File: config.mk
export PLATFORM = sky130hd
export DESIGN_NAME = dbgmc_core
export DESIGN_NICKNAME = d
export VERILOG_FILES = /design/src/logic/dbgmc_pkg.sv /design/src/logic/dbgmc_core.sv /design/src/logic/dbgmc_sync.sv
export SDC_FILE = /design/constraint.sdc
export NUM_CORES = 1
export LEC_CHECK = 0
export BUFFER_PORTS_ARGS = -buffer_cell sky130_fd_sc_hd__clkbuf_2
export CORE_MARGIN = 2
export CORE_UTILIZATION = 49
export CTS_CLUSTER_SIZE = 20
export DETAILED_ROUTE_END_ITERATION = 16
export PLACE_DENSITY = 0.84
export SLEW_MARGIN = 15
export SYNTH_ARGS = -nofsm -noshare
export SYNTH_HDL_FRONTEND = slang
export SYNTH_SLANG_ARGS = --single-unit
File: constraint.sdc
create_clock -name clk -period 2.9 [get_ports clk]
set_clock_uncertainty 0.1 [all_clocks]
set_input_delay 0.29 -clock clk [delete_from_list [all_inputs] [get_ports clk]]
set_output_delay 0.29 -clock clk [all_outputs]
set_load 0.01 [all_outputs]
File: src/logic/dbgmc_pkg.sv
// Purpose: Shared constants for the debug mode control and security block
// Assumes: 18-bit global address space, byte-wide debug register port
// Notes: Offsets are global addresses of the debug window
package dbgmc_pkg;
  localparam int ADDR_W = 18;
  localparam logic [17:0] WIN_BASE = 18'h3FF00;
  localparam logic [17:0] WIN_LAST = 18'h3FFFF;
  localparam logic [17:0] REG_LAST = 18'h3FF0B;
  localparam logic [17:0] ADDR_STATUS = 18'h3FF01;
  localparam logic [17:0] ADDR_CCR_HOLD = 18'h3FF06;
  localparam logic [17:0] ADDR_PAGE = 18'h3FF07;
  localparam logic [17:0] ADDR_FAMILY = 18'h3FF0F;
  // Status register fields
  localparam int ST_ENABLE = 7;
  localparam int ST_ACTIVE = 6;
  localparam int ST_UNSECURED_FLAG = 1;
  // Page register fields
  localparam int PG_ENABLE = 7;
  localparam int PG_IDX_HI = 3;
  localparam logic [7:0] PG_MASK = 8'h8F;
  // Reset values of the holding and page registers
  localparam logic [7:0] CCR_RST_SSC = 8'hC8;
  localparam logic [7:0] CCR_RST_OTHER = 8'h00;
  localparam logic [7:0] PAGE_RST = 8'h00;
  // Arbitrary neutral family code
  localparam logic [7:0] FAMILY_IDENTIFIER_DEF = 8'h5A;
  // Brief delay before CPU resumes after a refused activation
  localparam int RESUME_DLY_NS = 200;
  localparam int CLK_NS = 40;
  localparam int RESUME_CYC = (RESUME_DLY_NS + CLK_NS - 1) / CLK_NS;
  // Cycles after reset release before the synchronised straps are read
  localparam int STRAP_SETTLE_CYC = 4;
  typedef enum logic [2:0] {
    DM_IDLE = 3'b000,
    DM_WAIT_INSTR = 3'b001,
    DM_ACTIVE = 3'b010,
    DM_REFUSE = 3'b011,
    DM_SEC_CHECK = 3'b100,
    DM_SEC_LOOP = 3'b101
  } dbgmc_state_e;
endpackage

File: src/logic/dbgmc_core.sv
// Purpose: Debug mode control, security gating and debug register file
// Assumes: Serial decoder delivers decoded command strobes on clk
// Notes: Firmware runs on the CPU; this block tracks mode and gates access
// Notes on behaviour
// - Debug entry saves user condition codes; writes change the restored value.
// - Holding and page registers accessible only via debug unit, unsecured.
// - Page enable bit 7 turns on paged addressing for accesses outside debug space.
// - Debug-space hardware commands never do global or paged accesses.
// - Page index bits 3..0 select program page when paging enabled.
// - Eight-bit read-only family identifier at fixed window address.
// - Host commands arrive serially, hardware and firmware classes.
// - Firmware commands reach D, X, Y, SP, PC and exit debug.
// - Hardware commands unless secured outside special single-chip mode; firmware commands need unsecured and active.
// - Secured special reset: check erase, then unsecure, enable, allow all.
// - Failed erase check: enable only, loop; hardware commands only.
// - Secured outside special single-chip mode refuses all debug operation.
// - Not enabled: background command ignored; other activation resumes after delay.
// - Enabled debug activates on command, instruction or breakpoint; special reset active.
// - CPU finishes instruction; breakpoint type selects before or after entry.
// - Active mode maps registers to top window, secure check states also the table; hidden from user up to REG_LAST.
// - Entry from firmware space increments saved PC; host rewrites PC.
// - Status bit 7 is debug enable; clear blocks activation, not hardware commands.
module dbgmc_core
  import dbgmc_pkg::*;
#(
  parameter logic [7:0] FAMILY_IDENTIFIER = FAMILY_IDENTIFIER_DEF
) (
  input wire logic clk,
  input wire logic rst_b,
  input wire logic specialSingleChip,
  input wire logic securedStrap,
  input wire logic eraseCheckDone,
  input wire logic eraseCheckOk,
  input wire logic hwCmdValid,
  input wire logic hwCmdDebugSpace,
  input wire logic hwCmdWrite,
  input wire logic hwCmdBackground,
  input wire logic [ADDR_W-1:0] hwCmdAddr,
  input wire logic [7:0] hwCmdWdata,
  input wire logic fwCmdValid,
  input wire logic fwCmdExit,
  input wire logic cpuBgndInstr,
  input wire logic bkptForce,
  input wire logic bkptTag,
  input wire logic cpuInstrDone,
  input wire logic [7:0] cpuCcr,
  input wire logic [15:0] cpuPc,
  input wire logic cpuPcInFwSpace,
  input wire logic cpuRdValid,
  input wire logic [ADDR_W-1:0] cpuAddr,
  output logic [7:0] hwCmdRdata,
  output logic hwCmdAccepted,
  output logic fwCmdAccepted,
  output logic debugSpaceSel,
  output logic pagedAccess,
  output logic [3:0] pageIndex,
  output logic overlayActive,
  output logic secureTableMapped,
  output logic cpuDebugFetch,
  output logic cpuStall,
  output logic [7:0] ccrRestore,
  output logic [15:0] savedPc,
  output logic userReadBlocked,
  output logic secured,
  output logic debugActive,
  output logic debugEnabled
);
  logic [1:0] strapSync;
  logic ssc;
  logic sec;
  dbgmc_sync #(.WIDTH(2)) uSync (
    .clk(clk),
    .rst_b(rst_b),
    .asyncIn({specialSingleChip, securedStrap}),
    .syncOut(strapSync)
  );
  assign ssc = strapSync[1];
  assign sec = strapSync[0];

  dbgmc_state_e state_r, state_nxt;
  logic enable_r, enable_nxt;
  logic unsecured_flag_r, unsecured_flag_nxt;
  logic [7:0] ccr_r, ccr_nxt;
  logic [7:0] page_r, page_nxt;
  logic [15:0] pc_r, pc_nxt;
  logic [7:0] rdata_r, rdata_nxt;
  logic [7:0] dly_r, dly_nxt;
  logic started_r, started_nxt;
  logic bkptAfter_r, bkptAfter_nxt;
  logic [2:0] settle_r, settle_nxt;

  logic isSecured;
  logic hwAllowed;
  logic fwAllowed;
  logic regAccess;
  logic activateReq;

  // Secured unless the strap says open or the unsecure flag was set
  assign isSecured = sec && !unsecured_flag_r;
  assign hwAllowed = !isSecured || ssc;
  assign fwAllowed = !isSecured && (state_r == DM_ACTIVE);
  assign regAccess = hwCmdValid && hwAllowed && hwCmdDebugSpace && !isSecured;
  assign activateReq = (hwCmdValid && hwAllowed && hwCmdBackground) || cpuBgndInstr
                       || bkptForce || bkptTag;

  always_comb begin
    state_nxt = state_r;
    enable_nxt = enable_r;
    unsecured_flag_nxt = unsecured_flag_r;
    ccr_nxt = ccr_r;
    page_nxt = page_r;
    pc_nxt = pc_r;
    rdata_nxt = rdata_r;
    dly_nxt = dly_r;
    started_nxt = started_r;
    settle_nxt = settle_r;
    bkptAfter_nxt = bkptAfter_r;
    if (!started_r) begin
      // Straps are read only once the synchroniser has passed them through
      if (settle_r != 3'(STRAP_SETTLE_CYC)) begin
        settle_nxt = settle_r + 3'h1;
      end else begin
        started_nxt = 1'b1;
        if (ssc) begin
          ccr_nxt = CCR_RST_SSC;
          if (sec) begin
            state_nxt = DM_SEC_CHECK;
          end else begin
            enable_nxt = 1'b1;
            state_nxt = DM_ACTIVE;
          end
        end else begin
          ccr_nxt = CCR_RST_OTHER;
        end
      end
    end else begin
      // Host writes first, so a hardware set or capture in the same cycle wins
      if (regAccess && hwCmdWrite) begin
        case (hwCmdAddr)
          ADDR_STATUS: enable_nxt = hwCmdWdata[ST_ENABLE];
          ADDR_CCR_HOLD: ccr_nxt = hwCmdWdata;
          ADDR_PAGE: page_nxt = hwCmdWdata & PG_MASK;
          default: ;
        endcase
      end
      case (state_r)
        DM_IDLE: begin
          if (activateReq) begin
            if (enable_r && hwAllowed) begin
              bkptAfter_nxt = bkptTag && !bkptForce;
              state_nxt = DM_WAIT_INSTR;
            end else if (!(hwCmdValid && hwCmdBackground)) begin
              dly_nxt = 8'(RESUME_CYC);
              state_nxt = DM_REFUSE;
            end
          end
        end
        DM_WAIT_INSTR: begin
          if (cpuInstrDone) begin
            if (bkptAfter_r) begin
              bkptAfter_nxt = 1'b0;
            end else begin
              ccr_nxt = cpuCcr;
              pc_nxt = cpuPcInFwSpace ? cpuPc + 16'h0001 : cpuPc;
              state_nxt = DM_ACTIVE;
            end
          end
        end
        DM_ACTIVE: begin
          if (fwCmdValid && fwAllowed && fwCmdExit) begin
            state_nxt = DM_IDLE;
          end
        end
        DM_REFUSE: begin
          if (dly_r == 8'h00) begin
            state_nxt = DM_IDLE;
          end else begin
            dly_nxt = dly_r - 8'h01;
          end
        end
        DM_SEC_CHECK: begin
          if (eraseCheckDone) begin
            enable_nxt = 1'b1;
            if (eraseCheckOk) begin
              unsecured_flag_nxt = 1'b1;
              state_nxt = DM_ACTIVE;
            end else begin
              state_nxt = DM_SEC_LOOP;
            end
          end
        end
        DM_SEC_LOOP: begin
          state_nxt = DM_SEC_LOOP;
        end
        default: state_nxt = DM_IDLE;
      endcase
      // Debug register reads
      if (regAccess && !hwCmdWrite) begin
        case (hwCmdAddr)
          ADDR_STATUS: rdata_nxt = {enable_r, state_r == DM_ACTIVE, 4'h0, unsecured_flag_r, 1'b0};
          ADDR_CCR_HOLD: rdata_nxt = ccr_r;
          ADDR_PAGE: rdata_nxt = page_r;
          ADDR_FAMILY: rdata_nxt = FAMILY_IDENTIFIER;
          default: rdata_nxt = 8'h00;
        endcase
      end
    end
  end

  always_ff @(posedge clk or negedge rst_b) begin
    if (!rst_b) begin
      state_r <= DM_IDLE;
      enable_r <= 1'b0;
      unsecured_flag_r <= 1'b0;
      ccr_r <= CCR_RST_OTHER;
      page_r <= PAGE_RST;
      pc_r <= 16'h0000;
      rdata_r <= 8'h00;
      dly_r <= 8'h00;
      started_r <= 1'b0;
      bkptAfter_r <= 1'b0;
      settle_r <= 3'h0;
    end else begin
      state_r <= state_nxt;
      enable_r <= enable_nxt;
      unsecured_flag_r <= unsecured_flag_nxt;
      ccr_r <= ccr_nxt;
      page_r <= page_nxt;
      pc_r <= pc_nxt;
      rdata_r <= rdata_nxt;
      dly_r <= dly_nxt;
      started_r <= started_nxt;
      bkptAfter_r <= bkptAfter_nxt;
      settle_r <= settle_nxt;
    end
  end

  logic inWindow;
  assign inWindow = (cpuAddr >= WIN_BASE) && (cpuAddr <= WIN_LAST);

  assign hwCmdAccepted = hwCmdValid && hwAllowed;
  assign fwCmdAccepted = fwCmdValid && fwAllowed;
  assign debugSpaceSel = hwCmdValid && hwCmdDebugSpace && hwAllowed;
  // Debug-space commands bypass paging and global mode
  assign pagedAccess = page_r[PG_ENABLE] && !(hwCmdValid && hwCmdDebugSpace);
  assign pageIndex = page_r[PG_IDX_HI:0];
  assign overlayActive = (state_r == DM_ACTIVE) || (state_r == DM_SEC_CHECK)
                         || (state_r == DM_SEC_LOOP);
  assign secureTableMapped = (state_r == DM_SEC_CHECK) || (state_r == DM_SEC_LOOP);
  assign cpuDebugFetch = overlayActive;
  assign cpuStall = 1'b0;
  // User reads up to REG_LAST are blocked outside active mode; the family code above it is not
  assign userReadBlocked = cpuRdValid && (state_r != DM_ACTIVE) && inWindow
                           && (cpuAddr <= REG_LAST);
  assign hwCmdRdata = rdata_r;
  assign ccrRestore = ccr_r;
  assign savedPc = pc_r;
  assign secured = isSecured;
  assign debugActive = (state_r == DM_ACTIVE);
  assign debugEnabled = enable_r;
endmodule

File: src/logic/dbgmc_sync.sv
// Purpose: Three-stage synchroniser with agreement filter
// Assumes: Input asynchronous to clk
// Notes: Output changes once stages two and three agree
module dbgmc_sync
  import dbgmc_pkg::*;
#(
  parameter int WIDTH = 1
) (
  input wire logic clk,
  input wire logic rst_b,
  input wire logic [WIDTH-1:0] asyncIn,
  output logic [WIDTH-1:0] syncOut
);
  logic [WIDTH-1:0] s1_r;
  logic [WIDTH-1:0] s2_r;
  logic [WIDTH-1:0] s3_r;
  logic [WIDTH-1:0] out_r;
  logic [WIDTH-1:0] out_nxt;

  genvar i;
  generate
    for (i = 0; i < WIDTH; i++) begin : g_bit
      always_comb begin
        out_nxt[i] = (s2_r[i] == s3_r[i]) ? s3_r[i] : out_r[i];
      end
    end
  endgenerate

  always_ff @(posedge clk or negedge rst_b) begin
    if (!rst_b) begin
      s1_r <= '0;
      s2_r <= '0;
      s3_r <= '0;
      out_r <= '0;
    end else begin
      s1_r <= asyncIn;
      s2_r <= s1_r;
      s3_r <= s2_r;
      out_r <= out_nxt;
    end
  end

  assign syncOut = out_r;
endmodule

# Yosys cells after proc, flatten, opt, wreduce, memory -nomap -nowiden
# Index checks and enable logic that the tools add are counted.
[classes]
add_sub_neg = 3
order_cmp = 3
eq_ne = 28
mux = 43
bitwise = 2
reduce_logical = 46
[op_table]
columns = ["op", "count"]
rows = [
  ["$mux 8", 12],
  ["$eq 18x18->1 const B", 4],
  ["$mux 3", 13],
  ["$le 18x18->1 const B", 2],
  ["$pmux 8 s4", 1],
  ["$logic_and 1x1->1", 20],
  ["$ge 18x18->1 const B", 1],
  ["$ne 3x3->1 const B", 6],
  ["$pmux 3 s6", 1],
  ["$add 16x1->16 const B", 1],
  ["$mux 16", 1],
  ["$ne 2x2->1 const B", 8],
  ["$pmux 8 s2", 1],
  ["$mux 1", 13],
  ["$reduce_and 9->1", 1],
  ["$logic_not 8->1", 1],
  ["$reduce_and 4->1", 2],
  ["$sub 8x1->8 const B", 1],
  ["$logic_or 1x1->1", 7],
  ["$eq 3x2->1 const B", 2],
  ["$eq 3x3->1 const B", 2],
  ["$ne 3x2->1 const B", 2],
  ["$reduce_and 3->1", 2],
  ["$reduce_and 6->1", 1],
  ["other kinds (11)", 20],
]
[word_totals]
reg_bits = 63
wordCells = 141

# Longest topological paths before layout
[depth]
word_depth = 13
mapped_depth = 7
ltp_nobuf = 7

# Hierarchy
# From an unflattened synthesis, not the netlist that was laid out.
[hier_totals]
cells_unflattened = 376
area_unflattened_um2 = 3464.6
[by_module_without_submodules]
columns = ["mod", "n_inst", "cells_each", "area_each_um2", "seq_area_each_um2"]
rows = [
  ["dbgmc_core", 1, 366, 3241.9, 1376.3],
  ["dbgmc_sync", 1, 10, 222.7, 200.2],
]

# Least setup slack after synthesis
# Ideal clock, no wire load.
[synth_timing]
path_kind = "input-to-reg"
from = "input hwCmdAddr[5]"
to = "register page_r[0]"
setup_time_ps = 125
t_arrival_ps = 2174
required_time_ps = 2675
slack_ps = 501
cell_stages = 7
cell_sequence = "or4b_1 or4_1 buf_2 nor3_2 and3_1 buf_2 mux2_2"
[synth_between]
elab_chain_cells = 2
[synth_rtl]
columns = ["item", "line", "text"]
rows = [
  ["start: declaration", "dbgmc_core.sv:38", "input wire logic [ADDR_W-1:0] hwCmdAddr,"],
  ["$eq 18x18->1", "dbgmc_core.sv:139", "case (hwCmdAddr)"],
  ["$reduce_and 3->1 (no source line)", "-", ""],
  ["end signal: assignment", "dbgmc_core.sv:228", "page_r <= page_nxt;"],
  ["end: declaration", "dbgmc_core.sv:84", "logic [7:0] page_r, page_nxt;"],
]
# No other way between the ends.
# A chain may end at the register's enable or synchronous reset.

# Final worst setup path
[layout_timing]
from = "register uSync.out_r[0] (netlist: uSync.syncOut[0])"
to = "register rdata_r[6] (netlist: hwCmdRdata[6])"
[layout_between]
elab_chain_cells = 8
[layout_rtl]
columns = ["item", "line", "text"]
rows = [
  ["start: declaration", "dbgmc_sync.sv:17", "logic [WIDTH-1:0] out_r;"],
  ["start signal: assignment", "dbgmc_sync.sv:39", "out_r <= out_nxt;"],
  ["$logic_and 1x1->1 *", "dbgmc_core.sv:99", "assign isSecured = sec && !unsecured_flag_r;"],
  ["$logic_not 1->1 *", "dbgmc_core.sv:100, dbgmc_core.sv:102", ""],
  ["$logic_or 1x1->1", "dbgmc_core.sv:100", "assign hwAllowed = !isSecured || ssc;"],
  ["$logic_and 1x1->1 (2 in a row)", "dbgmc_core.sv:102", "assign regAccess = hwCmdValid && hwAllowed && hwCmdDebugSpace && !isSecured;"],
  ["$logic_and 1x1->1 *", "dbgmc_core.sv:102", ""],
  ["$logic_and 1x1->1 *", "dbgmc_core.sv:198", "if (regAccess && !hwCmdWrite) begin"],
  ["$reduce_and 2->1 (no source line) *", "-", ""],
  ["end signal: assignment", "dbgmc_core.sv:230", "rdata_r <= rdata_nxt;"],
  ["end: declaration", "dbgmc_core.sv:86", "logic [7:0] rdata_r, rdata_nxt;"],
]
# Every way passes the cells marked *; elsewhere a longest branch is shown, timed or not.

==> summary.md <==
| Metric | Value |
|---|---|
| Required time worst endpoint | `3.05 ns` |
| CP max FO | `9` |
| Hold WS | `-0.0302 ns` |
| Reg-to-Reg End | `hwCmdRdata[6]` |
| Later-pin clock latency in the skew report | `about 0.33 ns` |
| Synthesized cell area | `3450 µm²` |
| Hold WC Path Type | `input pin to asynchronous set/reset pin` |
| Crit path buf inv count | `1` |
| GRT Util Overall | `0.237` |
| IO Count | `134` |
| Seq/Total Area, Yosys | `0.458` |
| R2r setup slk | `approximately 0.45 ns` |
| Fmax | `~0.41 GHz` |
| Fraction of registers with async set/reset | `1.00` |
| Fin Setup TNS | `0 ns` |
| Worst-path cell with the longest stage delay | `or4b_2` |
| Share of layout cells above drive strength 1 | `0.331` |
| P&R area growth vs syn | `27.7%` |
| Vias | `roughly 3,300` |
| Via-per-instance ratio | `5.48` |
| # diodes | `0` |
| Placed cell areas | `4180 µm²` |
| CTS Buf Count | `9` |
| Setup crit start kind | `flop` |
| Seq cells post-synth | `63` |
| WP data arrival | `2.60 ns` |
| Core area | `6790 µm²` |
| Final hold vios | `34` |
| Initial Util | `0.507` |
| Site Rows | `30` |
| Net Count, Synth | `about 470` |
| Leak Pwr | `2.13 nW` |
| GPL Wtd Cong | `0.877` |
| CTS Sinks | `63` |
| Dpl cells | `589` |
| Final min period | `2.45 ns` |
| H-tree depth | `3` |
| DRT iter0 DRCs | `approximately 230` |
| Post-route ant nets | `0` |
| I/O Buffers | `130` |
| Antenna violations before repair | `0` |
| Post-Syn Area per Cell | `9.19 µm²` |
| CP peak stage delay | `0.78 ns` |
| Met2 usage | `0.397` |
| Clock transition at path regs | `approximately 0.07 ns` |
| Post-synth EDFFs | `0` |
| Cell variety after synth | `55` |
| Clk buf depth | `2` |
| DRC | `0` |
| Failing checks | `negative hold slack` |
| Largest net degree at the start of global routing | `37` |
| VDD IR max | `0.454 mV` |
| DIE WIDTH | `87.9 µm` |
| Yosys Warn Count | `0` |
| Critical Path Sink Type | `flop` |
| Final setup fails | `0` |
| Worst path top cell family by delay | `simple AND/OR/NAND/NOR gates` |
| Die area | `7720 µm²` |
| Synth top area cells | `dfrtp_1 (46%), o21ai_0 (5.7%), nand2_1 (5.7%)` |
| Root Driver | `clkbuf_8` |
| Fin nets | `597` |
| Design area | `4400 µm²` |
| Rel. slew slack | `0.392` |
| GR Overflow Total | `0` |
| Total of max-cap violations | `0` |
| WL/cell | `14.6 µm` |
| Status | `finished, violations left` |
| GRT met3 Usage | `0.0754` |
| Die Y-Extent | `87.9 µm` |
| Post-synth top area cell | `dfrtp_1` |
| GRT met1 Usage | `0.285` |
| Non-filler cells, final | `607` |
| Most common flop cell mapped by yosys | `dfrtp_1` |
| Routed wire length | `8890 µm` |
| Period utilization | `0.844` |
| Post-Syn Instances | `375` |
| First-pass GRT wire length | `14,400 µm` |
| Critical path cell sequence | `nor2b_1 -> or4b_2 -> a211oi_1 -> inv_1 -> o211ai_1` |
| Post-CTS Setup Inserts | `0` |
| Crit path from | `uSync.syncOut[0]` |
| Critical path class | `flop to flop` |
| Critical R2R Launch | `uSync.syncOut[0]` |
| Post-CTS Resized | `0` |
| Vias in the first global route | `3,203` |
| Slew Viols, Final | `0` |
| TritonRoute pass-1 iters | `4` |
| Worst r2r path cells | `5` |
| Yosys top cell area share | `0.458` |
| RSZ-0062 raised after global routing | `no` |
| Power density over the cells | `741 nW/µm²` |
| Power, Total | `3.26 mW` |
| Worst slew pin tran | `between 0.8 and 0.9 ns` |
| Gr busiest metal | `met2` |
| TritonCTS clock tree | `done` |
| Hpwl dp | `7030 µm` |
flip-flops by register name, indices dropped and copies added, names as in the netlist:
name / count
debugEnabled: 1
uSync.s1_r: 2
bkptAfter_r: 1
uSync.s2_r: 2
settle_r: 3
ccrRestore: 8
hwCmdRdata: 8
unsecured_flag_r: 1
started_r: 1
page_r: 5
savedPc: 16
dly_r: 8
state_r: 3
uSync.s3_r: 2
uSync.syncOut: 2
cell usage after synthesis (3+ instances only):
master and instances:
dfrtp_1 63, nand2b_1 8, o2bb2ai_1 4, inv_1 14
nor3_1 10, o21ai_0 39, buf_2 3, nor2_1 25
a22oi_1 3, buf_4 6, xor2_1 7, a221o_1 6
and3_1 4, xnor2_1 10, nand4_1 9, clkbuf_1 11
o211ai_1 4, nor2b_1 7, nand2_1 52, nand3_1 12
and2_1 5, nor3b_1 4, o22a_1 3, ha_1 5
o31ai_1 4, a21oi_1 10, mux2_2 9, nor4_1 5
worst max-delay path by stage:
stage                               end  slack, ns  cells after the start
after floorplan               page_r[0]       0.50                      7
after global placement        page_r[7]       0.26                      6
after detailed placement      page_r[0]       0.21                      6
after CTS                 hwCmdRdata[6]       0.45                      5
after global routing      hwCmdRdata[6]       0.32                      5
final                     hwCmdRdata[6]       0.45                      5
layout make-up:
class / instances / area [µm²]
Clock buffer: 13 / 139
Clock inverter: 3 / 67.6
Fill cell: 564 / 2390
Inverter: 14 / 52.6
Multi-Input combinational cell: 278 / 1720
Sequential cell: 63 / 1580
Tap cell: 96 / 120
Timing Repair Buffer: 140 / 731
worst reg2reg max path, stage by stage, from the launching register on:
cell      delay (ns)
dfrtp_1         0.43
nor2b_1         0.21
or4b_2          0.78
a211oi_1        0.48
inv_1           0.15
o211ai_1        0.21
kinds of logic (layout without fill, tap and decap cells):
logic type | Yosys count | count (layout) | share of synthesized area
simple gates | 158 | 158 | 0.238
other cells | 1 | 1 | 0.00109
mux | 10 | 10 | 0.0323
compound gates | 85 | 85 | 0.159
buf+inv | 34 | 170 | 0.0447
xor+xnor | 17 | 17 | 0.0432
fa+ha+maj | 7 | 7 | 0.0240
flops | 63 | 63 | 0.458
routing by layer:
metal	vias up	share of wire
met4	0	0.022
met1	1544	0.40
met3	23	0.10
met5	-	0
li1	1595	-
met2	162	0.48
power by group:
group | internal (mW) | switching, mW | leakage, nW | total (mW)
logic | 0.514 | 0.603 | 1.24 | 1.12
registers | 1.10 | 0.226 | 0.789 | 1.32
clock network | 0.486 | 0.332 | 0.0978 | 0.818
repair_timing:
item | CTS | global route
hold buffers | 2 | 0
endpoints found under the hold margin | 2 | 0
endpoints found under the setup margin | 0 | 0
placed cells by master (no fill, tap or decap), drive strengths merged, types with 2 or more instances in the layout:
cell type / instances
a211oi: 2
a21oi: 10
a221o: 6
a22oi: 3
and2: 5
and3: 4
and3b: 2
buf: 8
bufinv: 2
clkbuf: 143
dfrtp: 63
dlygate4sd3: 2
ha: 5
inv: 14
maj3: 2
mux2: 9
nand2: 52
nand2b: 8
nand3: 12
nand4: 9
nor2: 25
nor2b: 7
nor3: 11
nor3b: 4
nor4: 6
o211ai: 4
o21ai: 40
o22a: 3
o2bb2ai: 4
o31ai: 4
or2: 2
or4: 2
or4b: 3
xnor2: 10
xor2: 7
metrics by stage:
step            util  hold slack [ns]  worst slack, ns
5_1_grt        0.648           0.0662            0.316
2_1_floorplan      -           -0.106            0.501
3_5_place_dp   0.615            0.237            0.209
3_3_place_gp   0.615            0.234            0.261
4_1_cts        0.648          0.00457            0.454
6_report       0.648          -0.0302            0.451
Power figures use the tool's default switching activity.
